[config.mk]
export PLATFORM = sky130hd
export DESIGN_NAME = spr_regulator
export DESIGN_NICKNAME = d
export VERILOG_FILES = /design/src/spr_pkg.sv /design/src/spr_udiv.sv /design/src/spr_regulator.sv
export SDC_FILE = /design/constraint.sdc
export NUM_CORES = 2
export LEC_CHECK = 0
export BUFFER_PORTS_ARGS = -buffer_cell sky130_fd_sc_hd__buf_2
export CAP_MARGIN = 0
export CORE_AREA = 2 2 345 347
export CTS_CLUSTER_DIAMETER = 60
export DETAILED_ROUTE_END_ITERATION = 12
export DIE_AREA = 0 0 347 349
export HOLD_SLACK_MARGIN = 0.05
export PLACE_DENSITY = 0.8
export SLEW_MARGIN = 5
export SYNTH_ARGS = -nofsm -noshare
export SYNTH_HDL_FRONTEND = slang
export SYNTH_HIERARCHICAL = 1
export SYNTH_SLANG_ARGS = --single-unit
[constraint.sdc]
create_clock -name i_clk_sys -period 19.8 [get_ports i_clk_sys]
set_clock_uncertainty 0.15 [all_clocks]
set_input_delay 1.98 -clock i_clk_sys [delete_from_list [all_inputs] [get_ports i_clk_sys]]
set_output_delay 1.98 -clock i_clk_sys [all_outputs]
set_load 0.005 [all_outputs]
[src/spr_pkg.sv]
package spr_pkg;

  // ----------------------------------------------------------------
  // Register map and bus widths
  // ----------------------------------------------------------------
  localparam int ADDR_W = 4;
  localparam int DATA_W = 32;
  localparam logic [3:0] REG_CTRL = 4'h0;
  localparam logic [3:0] REG_GAIN = 4'h1;
  localparam logic [3:0] REG_SPAN = 4'h2;
  localparam logic [3:0] REG_SETPOINT = 4'h3;
  localparam logic [3:0] REG_LO_CLAMP = 4'h4;
  localparam logic [3:0] REG_HI_CLAMP = 4'h5;
  localparam logic [3:0] REG_SCALE = 4'h6;
  localparam logic [3:0] REG_BIAS = 4'h7;
  localparam logic [3:0] REG_MANUAL = 4'h8;
  localparam logic [3:0] REG_STATUS = 4'h9;
  localparam logic [3:0] REG_OUTPUT = 4'ha;
  localparam logic [3:0] REG_INTEG = 4'hb;

  // ----------------------------------------------------------------
  // Value ranges (gain and scale in hundredths, span in seconds)
  // ----------------------------------------------------------------
  localparam int OUT_MAX = 1000;
  localparam int GAIN_MAX = 9999;
  localparam int SPAN_MIN = 1;
  localparam int SPAN_MAX = 5999;
  localparam int PAR_MIN = -10000;
  localparam int PAR_MAX = 20000;
  localparam int SCALE_LIM = 1000;
  localparam int BIAS_LIM = 10000;
  localparam int FRAC = 100;
  localparam int GAIN_DIV = FRAC * FRAC;

  // ----------------------------------------------------------------
  // Reset values
  // ----------------------------------------------------------------
  localparam logic [13:0] RST_GAIN = 14'h0064;
  localparam logic [12:0] RST_SPAN = 13'h003c;
  localparam logic [15:0] RST_LO = 16'hd8f0;
  localparam logic [15:0] RST_HI = 16'h4e20;
  localparam logic [15:0] RST_SCALE = 16'h0064;

  // ----------------------------------------------------------------
  // Sample timing
  // ----------------------------------------------------------------
  localparam int CLK_HZ = 20_000_000;
  localparam int SAMPLE_MS = 500;
  localparam int SAMPLE_CYC = SAMPLE_MS * (CLK_HZ / 1000);
  localparam int ISPAN_DIV = GAIN_DIV * 1000 / SAMPLE_MS;

  // ----------------------------------------------------------------
  // Types
  // ----------------------------------------------------------------
  typedef struct packed {
    logic [2:0] preset;
    logic use_preset;
    logic sense_neg;
  } spr_ctrl_t;

  typedef struct packed {
    logic [13:0] gain;
    logic [12:0] span;
    logic sense_neg;
  } spr_preset_t;

  localparam int NUM_PRESETS = 6;
  localparam spr_preset_t PRESETS [0:NUM_PRESETS-1] = '{
    '{gain: 14'h0032, span: 13'h001e, sense_neg: 1'b0},
    '{gain: 14'h0064, span: 13'h0078, sense_neg: 1'b0},
    '{gain: 14'h012c, span: 13'h0005, sense_neg: 1'b0},
    '{gain: 14'h0078, span: 13'h000c, sense_neg: 1'b0},
    '{gain: 14'h0064, span: 13'h0001, sense_neg: 1'b0},
    '{gain: 14'h0046, span: 13'h0014, sense_neg: 1'b0}
  };

  typedef enum logic [1:0] {
    ST_IDLE = 2'b00,
    ST_DIVP = 2'b01,
    ST_DIVI = 2'b11,
    ST_APPLY = 2'b10
  } spr_state_t;

endpackage : spr_pkg

[src/spr_udiv.sv]
`timescale 1ns/1ps
module spr_udiv #(
  parameter int W = 40
) (
  input wire logic i_clk_sys, // System clock
  input wire logic i_rst, // Async reset
  input wire logic i_start, // Load operands, one pulse
  input wire logic [W-1:0] i_dividend, // Unsigned dividend
  input wire logic [W-1:0] i_divisor, // Unsigned divisor, nonzero
  output logic o_done, // Quotient valid pulse
  output logic [W-1:0] o_quot // Quotient
);

  localparam int CW = $clog2(W + 1);

  logic [W:0] rem;
  logic [W-1:0] dvs;
  logic [CW-1:0] cnt;
  logic busy;
  logic [W:0] shifted;

  // One quotient bit per cycle; small area traded for W cycles
  assign shifted = {rem[W-1:0], o_quot[W-1]};

  always_ff @(posedge i_clk_sys or posedge i_rst) begin
    if (i_rst) begin
      rem <= '0;
      dvs <= '0;
      o_quot <= '0;
      cnt <= '0;
      busy <= 1'b0;
      o_done <= 1'b0;
    end else begin
      o_done <= 1'b0;
      if (i_start) begin
        rem <= '0;
        dvs <= i_divisor;
        o_quot <= i_dividend;
        cnt <= CW'(W);
        busy <= 1'b1;
      end else if (busy) begin
        if (shifted >= {1'b0, dvs}) begin
          rem <= shifted - {1'b0, dvs};
          o_quot <= {o_quot[W-2:0], 1'b1};
        end else begin
          rem <= shifted;
          o_quot <= {o_quot[W-2:0], 1'b0};
        end
        cnt <= cnt - 1'b1;
        if (cnt == CW'(1)) begin
          busy <= 1'b0;
          o_done <= 1'b1;
        end
      end
    end
  end

endmodule : spr_udiv

[src/spr_regulator.sv]
// The plain strobed port and the register addresses were left to the implementer.
`timescale 1ns/1ps
// Function
// - Mode input 1 selects automatic mode, 0 selects manual mode.
// - Clear input holds output at zero and overrides mode input.
// - Manual mode drives output with the manual output value.
// - Manual output value accepts zero to one thousand.
// - Control output always stays within zero to one thousand.
// - Entering automatic mode loads accumulator with manual output value.
// - Corrected value is raw value times scale plus bias.
// - Raw value beyond a clamp makes corrected value equal that clamp.
// - Corrected value equal to setpoint leaves output unchanged.
// - Positive sense: above setpoint lowers output, below raises it.
// - Negative sense: above setpoint raises output, below lowers it.
// - Regulation result recomputed once every 500 ms.
// - Loop gain accepts 00.00 to 99.99.
// - Integral span accepts 00:01 to 99:59 minutes.
// - Clamps and setpoint accept -10000 to +20000.
// - Scale within plus or minus 10.00, bias within 10000.
// - Selectable presets of gain, integral span and sense.
// - Error is setpoint minus corrected value each sample.
// - Output is P term plus integral step plus previous accumulator.
module spr_regulator #(
  parameter int SAMPLE_CYC = spr_pkg::SAMPLE_CYC
) (
  input wire logic i_clk_sys, // 20 MHz system clock
  input wire logic i_rst, // Async reset, active high
  input wire logic [3:0] i_addr, // Register address
  input wire logic [31:0] i_wdata, // Register write data
  input wire logic i_wr, // Write strobe
  input wire logic i_rd, // Read strobe
  output logic [31:0] o_rdata, // Read data, cycle after i_rd
  input wire logic i_auto, // Mode select, 1 = automatic
  input wire logic i_clear, // Clear, forces output to zero
  input wire logic [15:0] i_process_value, // Raw process value, signed
  output logic [9:0] o_control_output // Manipulated variable
);

  localparam int W = 40;
  localparam int CW = $clog2(SAMPLE_CYC);

  // ----------------------------------------------------------------
  // Helpers
  // ----------------------------------------------------------------
  function automatic logic signed [W-1:0] spr_sat(input logic signed [W-1:0] v,
                                                  input int lo, input int hi);
    logic signed [W-1:0] r;
    r = v;
    if (v < W'(lo)) begin
      r = W'(lo);
    end else if (v > W'(hi)) begin
      r = W'(hi);
    end
    return r;
  endfunction : spr_sat

  // ----------------------------------------------------------------
  // Registers
  // ----------------------------------------------------------------
  spr_pkg::spr_ctrl_t ctrl;
  logic [13:0] loop_gain;
  logic [12:0] integral_span;
  logic signed [15:0] setpoint;
  logic signed [15:0] lo_clamp;
  logic signed [15:0] hi_clamp;
  logic signed [15:0] scale;
  logic signed [15:0] bias;
  logic [9:0] manual_output_value;
  logic signed [W-1:0] wval;

  assign wval = W'(signed'(i_wdata));

  always_ff @(posedge i_clk_sys or posedge i_rst) begin
    if (i_rst) begin
      ctrl <= '0;
      loop_gain <= spr_pkg::RST_GAIN;
      integral_span <= spr_pkg::RST_SPAN;
      setpoint <= '0;
      lo_clamp <= spr_pkg::RST_LO;
      hi_clamp <= spr_pkg::RST_HI;
      scale <= spr_pkg::RST_SCALE;
      bias <= '0;
      manual_output_value <= '0;
    end else if (i_wr) begin
      if (i_addr == spr_pkg::REG_CTRL) begin
        ctrl <= spr_pkg::spr_ctrl_t'(i_wdata[$bits(spr_pkg::spr_ctrl_t)-1:0]);
      end else if (i_addr == spr_pkg::REG_GAIN) begin
        loop_gain <= 14'(spr_sat(wval, 0, spr_pkg::GAIN_MAX));
      end else if (i_addr == spr_pkg::REG_SPAN) begin
        integral_span <= 13'(spr_sat(wval, spr_pkg::SPAN_MIN, spr_pkg::SPAN_MAX));
      end else if (i_addr == spr_pkg::REG_SETPOINT) begin
        setpoint <= 16'(spr_sat(wval, spr_pkg::PAR_MIN, spr_pkg::PAR_MAX));
      end else if (i_addr == spr_pkg::REG_LO_CLAMP) begin
        lo_clamp <= 16'(spr_sat(wval, spr_pkg::PAR_MIN, spr_pkg::PAR_MAX));
      end else if (i_addr == spr_pkg::REG_HI_CLAMP) begin
        hi_clamp <= 16'(spr_sat(wval, spr_pkg::PAR_MIN, spr_pkg::PAR_MAX));
      end else if (i_addr == spr_pkg::REG_SCALE) begin
        scale <= 16'(spr_sat(wval, -spr_pkg::SCALE_LIM, spr_pkg::SCALE_LIM));
      end else if (i_addr == spr_pkg::REG_BIAS) begin
        bias <= 16'(spr_sat(wval, -spr_pkg::BIAS_LIM, spr_pkg::BIAS_LIM));
      end else if (i_addr == spr_pkg::REG_MANUAL) begin
        manual_output_value <= 10'(spr_sat(wval, 0, spr_pkg::OUT_MAX));
      end
    end
  end

  // ----------------------------------------------------------------
  // Mode tracking
  // ----------------------------------------------------------------
  logic run;
  logic run_q;
  logic entry;
  logic sense_run;

  assign run = !i_clear && i_auto;
  assign entry = run && !run_q;

  always_ff @(posedge i_clk_sys or posedge i_rst) begin
    if (i_rst) begin
      run_q <= 1'b0;
    end else begin
      run_q <= run;
    end
  end

  spr_pkg::spr_preset_t preset;
  logic [13:0] gain_eff;
  logic [12:0] span_eff;

  always_comb begin
    preset = spr_pkg::PRESETS[0];
    if (int'(ctrl.preset) < spr_pkg::NUM_PRESETS) begin
      preset = spr_pkg::PRESETS[ctrl.preset];
    end
  end

  assign gain_eff = ctrl.use_preset ? preset.gain : loop_gain;
  assign span_eff = ctrl.use_preset ? preset.span : integral_span;

  // Sense is captured on entry so a later write cannot flip a running loop
  always_ff @(posedge i_clk_sys or posedge i_rst) begin
    if (i_rst) begin
      sense_run <= 1'b0;
    end else if (entry) begin
      sense_run <= ctrl.use_preset ? preset.sense_neg : ctrl.sense_neg;
    end
  end

  // ----------------------------------------------------------------
  // Sample tick
  // ----------------------------------------------------------------
  logic [CW-1:0] tick_cnt;
  logic tick;

  assign tick = (tick_cnt == CW'(SAMPLE_CYC - 1));

  always_ff @(posedge i_clk_sys or posedge i_rst) begin
    if (i_rst) begin
      tick_cnt <= '0;
    end else if (tick) begin
      tick_cnt <= '0;
    end else begin
      tick_cnt <= tick_cnt + 1'b1;
    end
  end

  // ----------------------------------------------------------------
  // Corrected value and error, both held in hundredths
  // ----------------------------------------------------------------
  logic signed [15:0] raw;
  logic signed [W-1:0] corr100;
  logic signed [W-1:0] err100;
  logic signed [W-1:0] err_eff;
  logic [W-1:0] err_mag;
  logic [W-1:0] prod_mag;

  assign raw = signed'(i_process_value);

  always_comb begin
    if (raw > hi_clamp) begin
      corr100 = W'(hi_clamp) * W'(spr_pkg::FRAC);
    end else if (raw < lo_clamp) begin
      corr100 = W'(lo_clamp) * W'(spr_pkg::FRAC);
    end else begin
      corr100 = W'(raw) * W'(scale) + W'(bias) * W'(spr_pkg::FRAC);
    end
  end

  assign err100 = W'(setpoint) * W'(spr_pkg::FRAC) - corr100;
  assign err_eff = sense_run ? -err100 : err100;
  assign err_mag = err_eff[W-1] ? W'(-err_eff) : W'(err_eff);
  assign prod_mag = err_mag * W'(gain_eff);

  // ----------------------------------------------------------------
  // Sample sequencer
  // ----------------------------------------------------------------
  spr_pkg::spr_state_t state;
  logic neg;
  logic [W-1:0] prod_q;
  logic [W-1:0] p_mag;
  logic [W-1:0] i_mag;
  logic go;
  logic div_start;
  logic div_done;
  logic [W-1:0] div_quot;
  logic [W-1:0] div_dividend;
  logic [W-1:0] div_divisor;

  // Zero error skips the sample entirely, keeping the output as it is
  assign go = tick && run && !entry && (err100 != '0);
  assign div_start = (state == spr_pkg::ST_IDLE && go) ||
                     (state == spr_pkg::ST_DIVP && div_done);
  assign div_dividend = (state == spr_pkg::ST_IDLE) ? prod_mag : prod_q;
  assign div_divisor = (state == spr_pkg::ST_IDLE) ? W'(spr_pkg::GAIN_DIV) :
                       W'(span_eff) * W'(spr_pkg::ISPAN_DIV);

  spr_udiv #(.W(W)) u_div (
    .i_clk_sys(i_clk_sys),
    .i_rst(i_rst),
    .i_start(div_start),
    .i_dividend(div_dividend),
    .i_divisor(div_divisor),
    .o_done(div_done),
    .o_quot(div_quot)
  );

  always_ff @(posedge i_clk_sys or posedge i_rst) begin
    if (i_rst) begin
      state <= spr_pkg::ST_IDLE;
      neg <= 1'b0;
      prod_q <= '0;
      p_mag <= '0;
      i_mag <= '0;
    end else if (!run) begin
      state <= spr_pkg::ST_IDLE;
    end else begin
      case (state)
        spr_pkg::ST_IDLE: begin
          if (go) begin
            neg <= err_eff[W-1];
            prod_q <= prod_mag;
            state <= spr_pkg::ST_DIVP;
          end
        end
        spr_pkg::ST_DIVP: begin
          if (div_done) begin
            p_mag <= div_quot;
            state <= spr_pkg::ST_DIVI;
          end
        end
        spr_pkg::ST_DIVI: begin
          if (div_done) begin
            i_mag <= div_quot;
            state <= spr_pkg::ST_APPLY;
          end
        end
        default: begin
          state <= spr_pkg::ST_IDLE;
        end
      endcase
    end
  end

  // ----------------------------------------------------------------
  // Accumulator and output
  // ----------------------------------------------------------------
  logic [9:0] integ;
  logic signed [W-1:0] next_integ;
  logic signed [W-1:0] next_out;

  always_comb begin
    next_integ = W'(integ) + (neg ? -signed'(i_mag) : signed'(i_mag));
    next_integ = spr_sat(next_integ, 0, spr_pkg::OUT_MAX);
    next_out = next_integ + (neg ? -signed'(p_mag) : signed'(p_mag));
    next_out = spr_sat(next_out, 0, spr_pkg::OUT_MAX);
  end

  always_ff @(posedge i_clk_sys or posedge i_rst) begin
    if (i_rst) begin
      integ <= '0;
    end else if (entry) begin
      integ <= manual_output_value;
    end else if (run && state == spr_pkg::ST_APPLY) begin
      integ <= 10'(next_integ);
    end
  end

  always_ff @(posedge i_clk_sys or posedge i_rst) begin
    if (i_rst) begin
      o_control_output <= '0;
    end else if (i_clear) begin
      o_control_output <= '0;
    end else if (!i_auto) begin
      o_control_output <= manual_output_value;
    end else if (state == spr_pkg::ST_APPLY) begin
      o_control_output <= 10'(next_out);
    end
  end

  // ----------------------------------------------------------------
  // Read port
  // ----------------------------------------------------------------
  always_ff @(posedge i_clk_sys or posedge i_rst) begin
    if (i_rst) begin
      o_rdata <= '0;
    end else if (i_rd) begin
      if (i_addr == spr_pkg::REG_CTRL) begin
        o_rdata <= 32'(ctrl);
      end else if (i_addr == spr_pkg::REG_GAIN) begin
        o_rdata <= 32'(loop_gain);
      end else if (i_addr == spr_pkg::REG_SPAN) begin
        o_rdata <= 32'(integral_span);
      end else if (i_addr == spr_pkg::REG_SETPOINT) begin
        o_rdata <= 32'(setpoint);
      end else if (i_addr == spr_pkg::REG_LO_CLAMP) begin
        o_rdata <= 32'(lo_clamp);
      end else if (i_addr == spr_pkg::REG_HI_CLAMP) begin
        o_rdata <= 32'(hi_clamp);
      end else if (i_addr == spr_pkg::REG_SCALE) begin
        o_rdata <= 32'(scale);
      end else if (i_addr == spr_pkg::REG_BIAS) begin
        o_rdata <= 32'(bias);
      end else if (i_addr == spr_pkg::REG_MANUAL) begin
        o_rdata <= 32'(manual_output_value);
      end else if (i_addr == spr_pkg::REG_STATUS) begin
        o_rdata <= 32'({sense_run, i_clear, run});
      end else if (i_addr == spr_pkg::REG_OUTPUT) begin
        o_rdata <= 32'(o_control_output);
      end else if (i_addr == spr_pkg::REG_INTEG) begin
        o_rdata <= 32'(integ);
      end else begin
        o_rdata <= '0;
      end
    end
  end

  logic [31:0] gap;
  logic seen_tick;

  always_ff @(posedge i_clk_sys or posedge i_rst) begin
    if (i_rst) begin
      gap <= '0;
      seen_tick <= 1'b0;
    end else if (tick) begin
      gap <= '0;
      seen_tick <= 1'b1;
    end else begin
      gap <= gap + 1'b1;
    end
  end
endmodule : spr_regulator

* Word level (Yosys, flattened, before mapping)
Memory sizes are Yosys's and may differ from the RTL's.
Index checks and enable logic that the tools add are counted.
Widths: inputs -> output; s select.
** Word-level totals
- Register bits :: 451
- Bits in read-only memories :: 224
- Input port bits :: 58
- Output and inout bits :: 42
- Logic and storage cells :: 190
- Memories kept :: 1
** Memories
- (no name shown) :: words 8, width 28, read ports 1, clocked after memory_dff 0, wr ports 0, RTL line spr_regulator.sv:133 : preset = spr_pkg::PRESETS[ctrl.preset];
** Operators by class
- Add/sub/neg operators :: 11
- Multipliers :: 7
- $lt $le $gt $ge :: 18
- Eq/ne operators :: 20
- Mux-type cells :: 66
- Bitwise operators :: 9
- Reduce and logical (&&, ||, !) cells :: 30
** Operators by type and width (count)
- $mux 40 :: 14
- $mux 32 :: 8
- $neg 40->40 :: 4
- $mux 10 :: 12
- $mux 28 :: 4
- $mux 16 :: 6
- $mul 16x6->22 const B :: 4
- $gt 40x11->1 const B :: 2
- $lt 40x1->1 const B :: 2
- $gt 32x15->1 const B :: 2
- $mux 14 :: 3
- $ge 41x40->1 :: 1
- $add 10x40->40 :: 1
- $add 40x40->40 :: 1
- $mul 40x14->40 :: 1
- $reduce_bool 40->1 :: 1
- $sub 24x40->40 :: 1
- $sub 40x40->40 :: 1
- $mux 13 :: 3
- $add 32x24->33 :: 1
- $gt 32x11->1 const B :: 1
- $gt 32x14->1 const B :: 1
- $gt 32x16->1 const B :: 1
- $lt 32x1->1 const B :: 1
- 44 further kinds :: 85

* Logic depth before layout (Yosys ltp)
- Depth after elaboration :: 13
- Mapped depth :: 91
- Gate-level depth less buffers :: 88

* Modules after synthesis
The synthesis kept the hierarchy.
** By module, submodules not included
- spr_regulator :: instances 1, cells an instance 6674, area an instance 56306.5 um^2, sequential area each 7711.1 um^2
- spr_udiv :: instances 1, cells an instance 911, area an instance 7937.6 um^2, sequential area each 3203.1 um^2

* Least setup slack after synthesis
No wires, ideal clock.
- Kind :: input to register
- Start point :: input port i_process_value[1]
- End point :: register u_div.o_quot[39]
- Library setup time :: 0.083 ns
- Arrival time :: 19.021 ns
- Required time :: 19.567 ns
- Path slack :: 0.547 ns
- Stages on the path :: 73
- Path buffers :: 6
- Cells stage by stage :: clkbuf_1 > nand2_1 > fa_1 > inv_1 > fa_1 > ha_1 > fa_1 > inv_1 > fa_1 > fa_1 > inv_1 > ha_1 > o21ai_0 > a21boi_0 > o21ai_0 > a21oi_1 > o21ai_0 > a21boi_0 > (+37 left out) > ha_1 > or4_1 > a211oi_1 > o21ai_0 > a21bo_2 > a31oi_1 > o21a_1 > o21ai_0 > o41ai_1 > o2111ai_1 > o2111ai_1 > a21boi_0 > o21a_1 > o41ai_1 > xnor3_1 > o21ai_1 > nand2_1 > o21ai_0
** On the way
- Word-level cells in the longest chain between the ends :: 12
- Elaborated cells between the ends (all ways) :: 19
- Classes of those cells :: 4 x add/sub; 2 x mul; 2 x order compare; 6 x mux; 5 x reduce/logical
** RTL lines
- from (decl) :: RTL line spr_regulator.sv:35 : input wire logic [15:0] i_process_value,
- $mul 16x16->32 :: RTL line spr_regulator.sv:185 : corr100 = W'(raw) * W'(scale) + W'(bias) * W'(spr_pkg::FRAC);
- $add 32x24->33 :: RTL line spr_regulator.sv:185
- $mux 40 :: RTL line spr_regulator.sv:182 : end else if (raw < lo_clamp) begin
- $mux 40 * :: RTL line spr_regulator.sv:180 : if (raw > hi_clamp) begin
- $sub 24x40->40 * :: RTL line spr_regulator.sv:189 : assign err100 = W'(setpoint) * W'(spr_pkg::FRAC) - corr100;
- $neg 40->40 :: RTL line spr_regulator.sv:190 : assign err_eff = sense_run ? -err100 : err100;
- $mux 40 * :: RTL line spr_regulator.sv:190
- $neg 40->40 :: RTL line spr_regulator.sv:191 : assign err_mag = err_eff[W-1] ? W'(-err_eff) : W'(err_eff);
- $mux 40 * :: RTL line spr_regulator.sv:191
- $mul 40x14->40 * :: RTL line spr_regulator.sv:192 : assign prod_mag = err_mag * W'(gain_eff);
- $mux 40 * :: RTL line spr_regulator.sv:213 : assign div_dividend = (state == spr_pkg::ST_IDLE) ? prod_mag : prod_q;
- named net div_dividend[39] :: RTL line spr_regulator.sv:206 : logic [W-1:0] div_dividend;
- $mux 40 * :: RTL line spr_udiv.sv:35 : if (i_start) begin
- to (signal assigned) :: RTL line spr_udiv.sv:38 : o_quot <= i_dividend;
- to (signal assigned) :: RTL line spr_udiv.sv:44 : o_quot <= {o_quot[W-2:0], 1'b1};
- to (signal assigned) :: RTL line spr_udiv.sv:47 : o_quot <= {o_quot[W-2:0], 1'b0};
- to (decl) :: RTL line spr_udiv.sv:11 : output logic [W-1:0] o_quot
The timed path passes the listed nets; every way through them passes the cells marked *.
A chain may end at the register's enable or synchronous reset.

* Final worst setup path
- Start point :: register bias[4]
- End point :: register u_div.o_quot[39]
** On the way
- Word-level cells in the longest chain between the ends :: 12
- Elaborated cells between the ends (all ways) :: 17
- Classes of those cells :: 4 x add/sub; 2 x mul; 6 x mux; 5 x reduce/logical
** RTL lines
- from (decl) :: RTL line spr_regulator.sv:67 : logic signed [15:0] bias;
- from (signal assigned) :: RTL line spr_regulator.sv:100 : bias <= 16'(spr_sat(wval, -spr_pkg::BIAS_LIM, spr_pkg::BIAS_LIM));
- $mul 16x6->22 * :: RTL line spr_regulator.sv:185
- $add 32x24->33 * :: RTL line spr_regulator.sv:185
- $mux 40 * :: RTL line spr_regulator.sv:182
- $mux 40 * :: RTL line spr_regulator.sv:180
- $sub 24x40->40 * :: RTL line spr_regulator.sv:189
- $neg 40->40 :: RTL line spr_regulator.sv:190
- $mux 40 * :: RTL line spr_regulator.sv:190
- $neg 40->40 :: RTL line spr_regulator.sv:191
- $mux 40 * :: RTL line spr_regulator.sv:191
- $mul 40x14->40 * :: RTL line spr_regulator.sv:192
- $mux 40 * :: RTL line spr_regulator.sv:213
- named net div_dividend[39] :: RTL line spr_regulator.sv:206
- $mux 40 * :: RTL line spr_udiv.sv:35
Marked as above.

==> flow_summary_export.csv <==
group,metric,value,unit
setup_path,critPathRequiredTime,20.19,ns
floorplan,fp.dieW,347,um
yosys,synth_edf_count,0,
finish,nNetsFinal,9065,
sta,timing.final.crit_period,19.06,ns
sta,finalSetupViolCount,0,
clock_network,cts_made_buffers,50,
yosys,synth_top_cells_by_area,"fa_1 (23%), dfrtp_1 (16%), ha_1 (11%)",
routing,vias_per_cell,5.898,
routing,drc_errors,0,
clock_network,cts_tree,"built",
outcome,status,"finished clean",
yosys,avgSynthCellArea,8.470,um2
floorplan,initial_core_util,0.5470,
grt,grt_pass1_vias,55740,
routing,wire_per_inst,19.71,um
yosys,synthFlopType,"dfrtp_1",
sta,slew_viol_final,0,
grt,grt_pass1_wl,296.2,mm
yosys,ys_seq_area_frac,0.1699,
placement,hpwl,146.6,mm
yosys,synth_top_area_share,0.2312,
yosys,synth_top_cell_by_area,"fa_1",
placement,port_buffers,99,
sta,slew-limit-headroom,0.1424,
yosys,yosysUniqueCellTypes,126,
setup_path,path_class,"flip-flop to flip-flop",
job,maxCapViolations,0,
yosys,postSynthCellCount,7585,
clock_network,cts_buffer_depth,3,
clock_network,cts.hold.buffers_added,0,
grt,grt_max_degree,91,
floorplan,num_io_pins,100,
clock_network,h-tree-depth,2,
clock_network,clkTransAtPathRegs,0.06,ns
setup_path,critPathMostFrequentCell,"fa_1",
setup_path,critPathMaxStageDelay,0.58,ns
sta,setup_ws,0.7432,ns
hold_path,min_from,"tick_cnt[4]",
hold_path,hold_path_class,"flip-flop to flip-flop",
yosys,ys_warn_count,6,
routing,drt_iter0_markers,4749,
setup_path,crit_arrival,19.45,ns
grt,grt_util_all_layers,0.3052,
grt,grt_overflow,0,
yosys,synth_most_common_cell,"inv_1",
sta,whs,0.3192,ns
sta,rsz0062_at_grt,"yes",
grt,grt_antenna_before_repair,8,
sta,max_slew.worst_pin.slew,1.273,ns
setup_path,cp_max_fo,6,
sta,timing.final.crit_share,0.9625,
floorplan,die_area,121100,um2
yosys,yosys-top-cells-count,"inv_1 (1202), nand2_1 (966), fa_1 (742), ha_1 (578), nor2_1 (550)",
floorplan,row_count,126,
floorplan,core,117500,um2
floorplan,die_h,349,um
setup_path,end_kind,"flip-flop",
placement,dp_slack,-0.08637,ns
routing,postRouteWirelength,182.6,mm
setup_path,reg2reg_from,"bias[4]",
setup_path,r2r_slack,0.74,ns
clock_network,ctsRootBufferMaster,"clkbuf_16",
setup_path,start_kind,"flip-flop",
placement,gp_congestion,0.9808,
yosys,synth_area,64240,um2
routing,drtPass1Iterations,7,
finish,area_growth,8.110,%
routing,ant_nets,0,
sta,hold_viol_final,0,
clock_network,clock_latency,0.64,ns
setup_path,critPathSlowestCell,"dfrtp_1",
sta,fmax,0.05247,GHz
finish,fin_util,0.5914,
yosys,synth_seq_cells,435,
routing,dr_total_vias,54650,
yosys,async_flop_share,1.000,
clock_network,cts.sinks,435,
setup_path,cp-startpoint,"bias[4]",
finish,drive_gt1_frac,0.08850,
## layout by cell type (no fill, tap or decap), drive strengths merged, types with 51 or more instances in the layout
master  instances
a211oi         65
a21oi         295
nor2          552
inv          1205
nor3           94
o31ai          65
xor2          138
o21ai         511
buf           320
a21o           86
nand2b         60
clkbuf         72
mux2           95
nor2b          55
and2          181
dfrtp         412
conb           51
mux2i          71
nand3          75
xnor2         283
fa            742
ha            578
nand2         967
## registers in the layout, summed over array words and instances, names as in the netlist, 13 cells and up
signal	cells
u_div/rem	40
u_div/o_quot	40
tick_cnt	24
o_rdata	16
hi_clamp	16
integral_span	13
u_div/dvs	40
i_mag	40
p_mag	40
setpoint	16
loop_gain	14
bias	16
prod_q	40
scale	16
lo_clamp	16
## path summary, 6_finish.rpt
| path | to | cells after the start |
|---|---|---|
| worst max-delay path | u_div/o_quot[39] | 78 |
| worst min-delay path | tick_cnt[4] | 1 |
| worst max register to register | u_div/o_quot[39] | 78 |
| worst min register to register | tick_cnt[4] | 1 |
| max in group asynchronous | tick_cnt[1] | 4 |
| min in group asynchronous | integral_span[8] | 2 |
## critical path, delay by kind of cell (launching register included)
family          cells  cell delay (ns)
fa+ha+maj          18             7.80
flops               1             0.58
compound gates     34             6.10
simple gates       12             2.31
xor+xnor            4             1.12
buf+inv            10             0.92
## area by class of cell
type                            count  area, um2
Sequential cell                   435      10920
Multi-Input combinational cell   5675      48130
Fill cell                       10030      48000
Clock buffer                       72       1465
Inverter                         1205       4536
Antenna cell                        1      2.502
Timing Repair Buffer              320       2180
Tap cell                         1536       1922
Clock inverter                     22      304.0
## what timing repair did
action	in CTS	in global routing
pin swaps	0	31
resized for setup	1	86
setup endpoints to repair	1	28
setup buffers	0	16
cloned	0	1
## metrics by stage
step	setup TNS, ns	instance area, um2	instances
2_1_floorplan	0	64430	7634
3_3_place_gp	-0.1150	67170	9154
3_5_place_dp	-0.08637	67170	9154
6_report	0	69450	9266
5_1_grt	-0.3454	69450	9265
4_1_cts	0	68940	9248
## cells by family (layout without fill, tap and decap cells)
group,Yosys count,in the layout,synth area share
and+or+nand+nor,2247,2248,0.1600
buffers and inverters,1525,1619,0.09091
AOI/OAI and AO/OA,1465,1465,0.1482
other,2,52,0.0001169
muxes,168,168,0.02842
DFF,435,435,0.1699
xor gates and xnor gates,423,423,0.05868
adders and majority gates,1320,1320,0.3438
## routing by layer
metal	global-route usage	wire length, um	vias to the layer above
met5	0	12	-
met4	0.1114	7420	2
met3	0.05647	16280	458
met2	0.4916	82730	2242
met1	0.4114	76190	26950
li1	-	-	25000
Power is not shown: default switching activity piles up to over one toggle a cycle in this logic, so the estimate is an artifact.
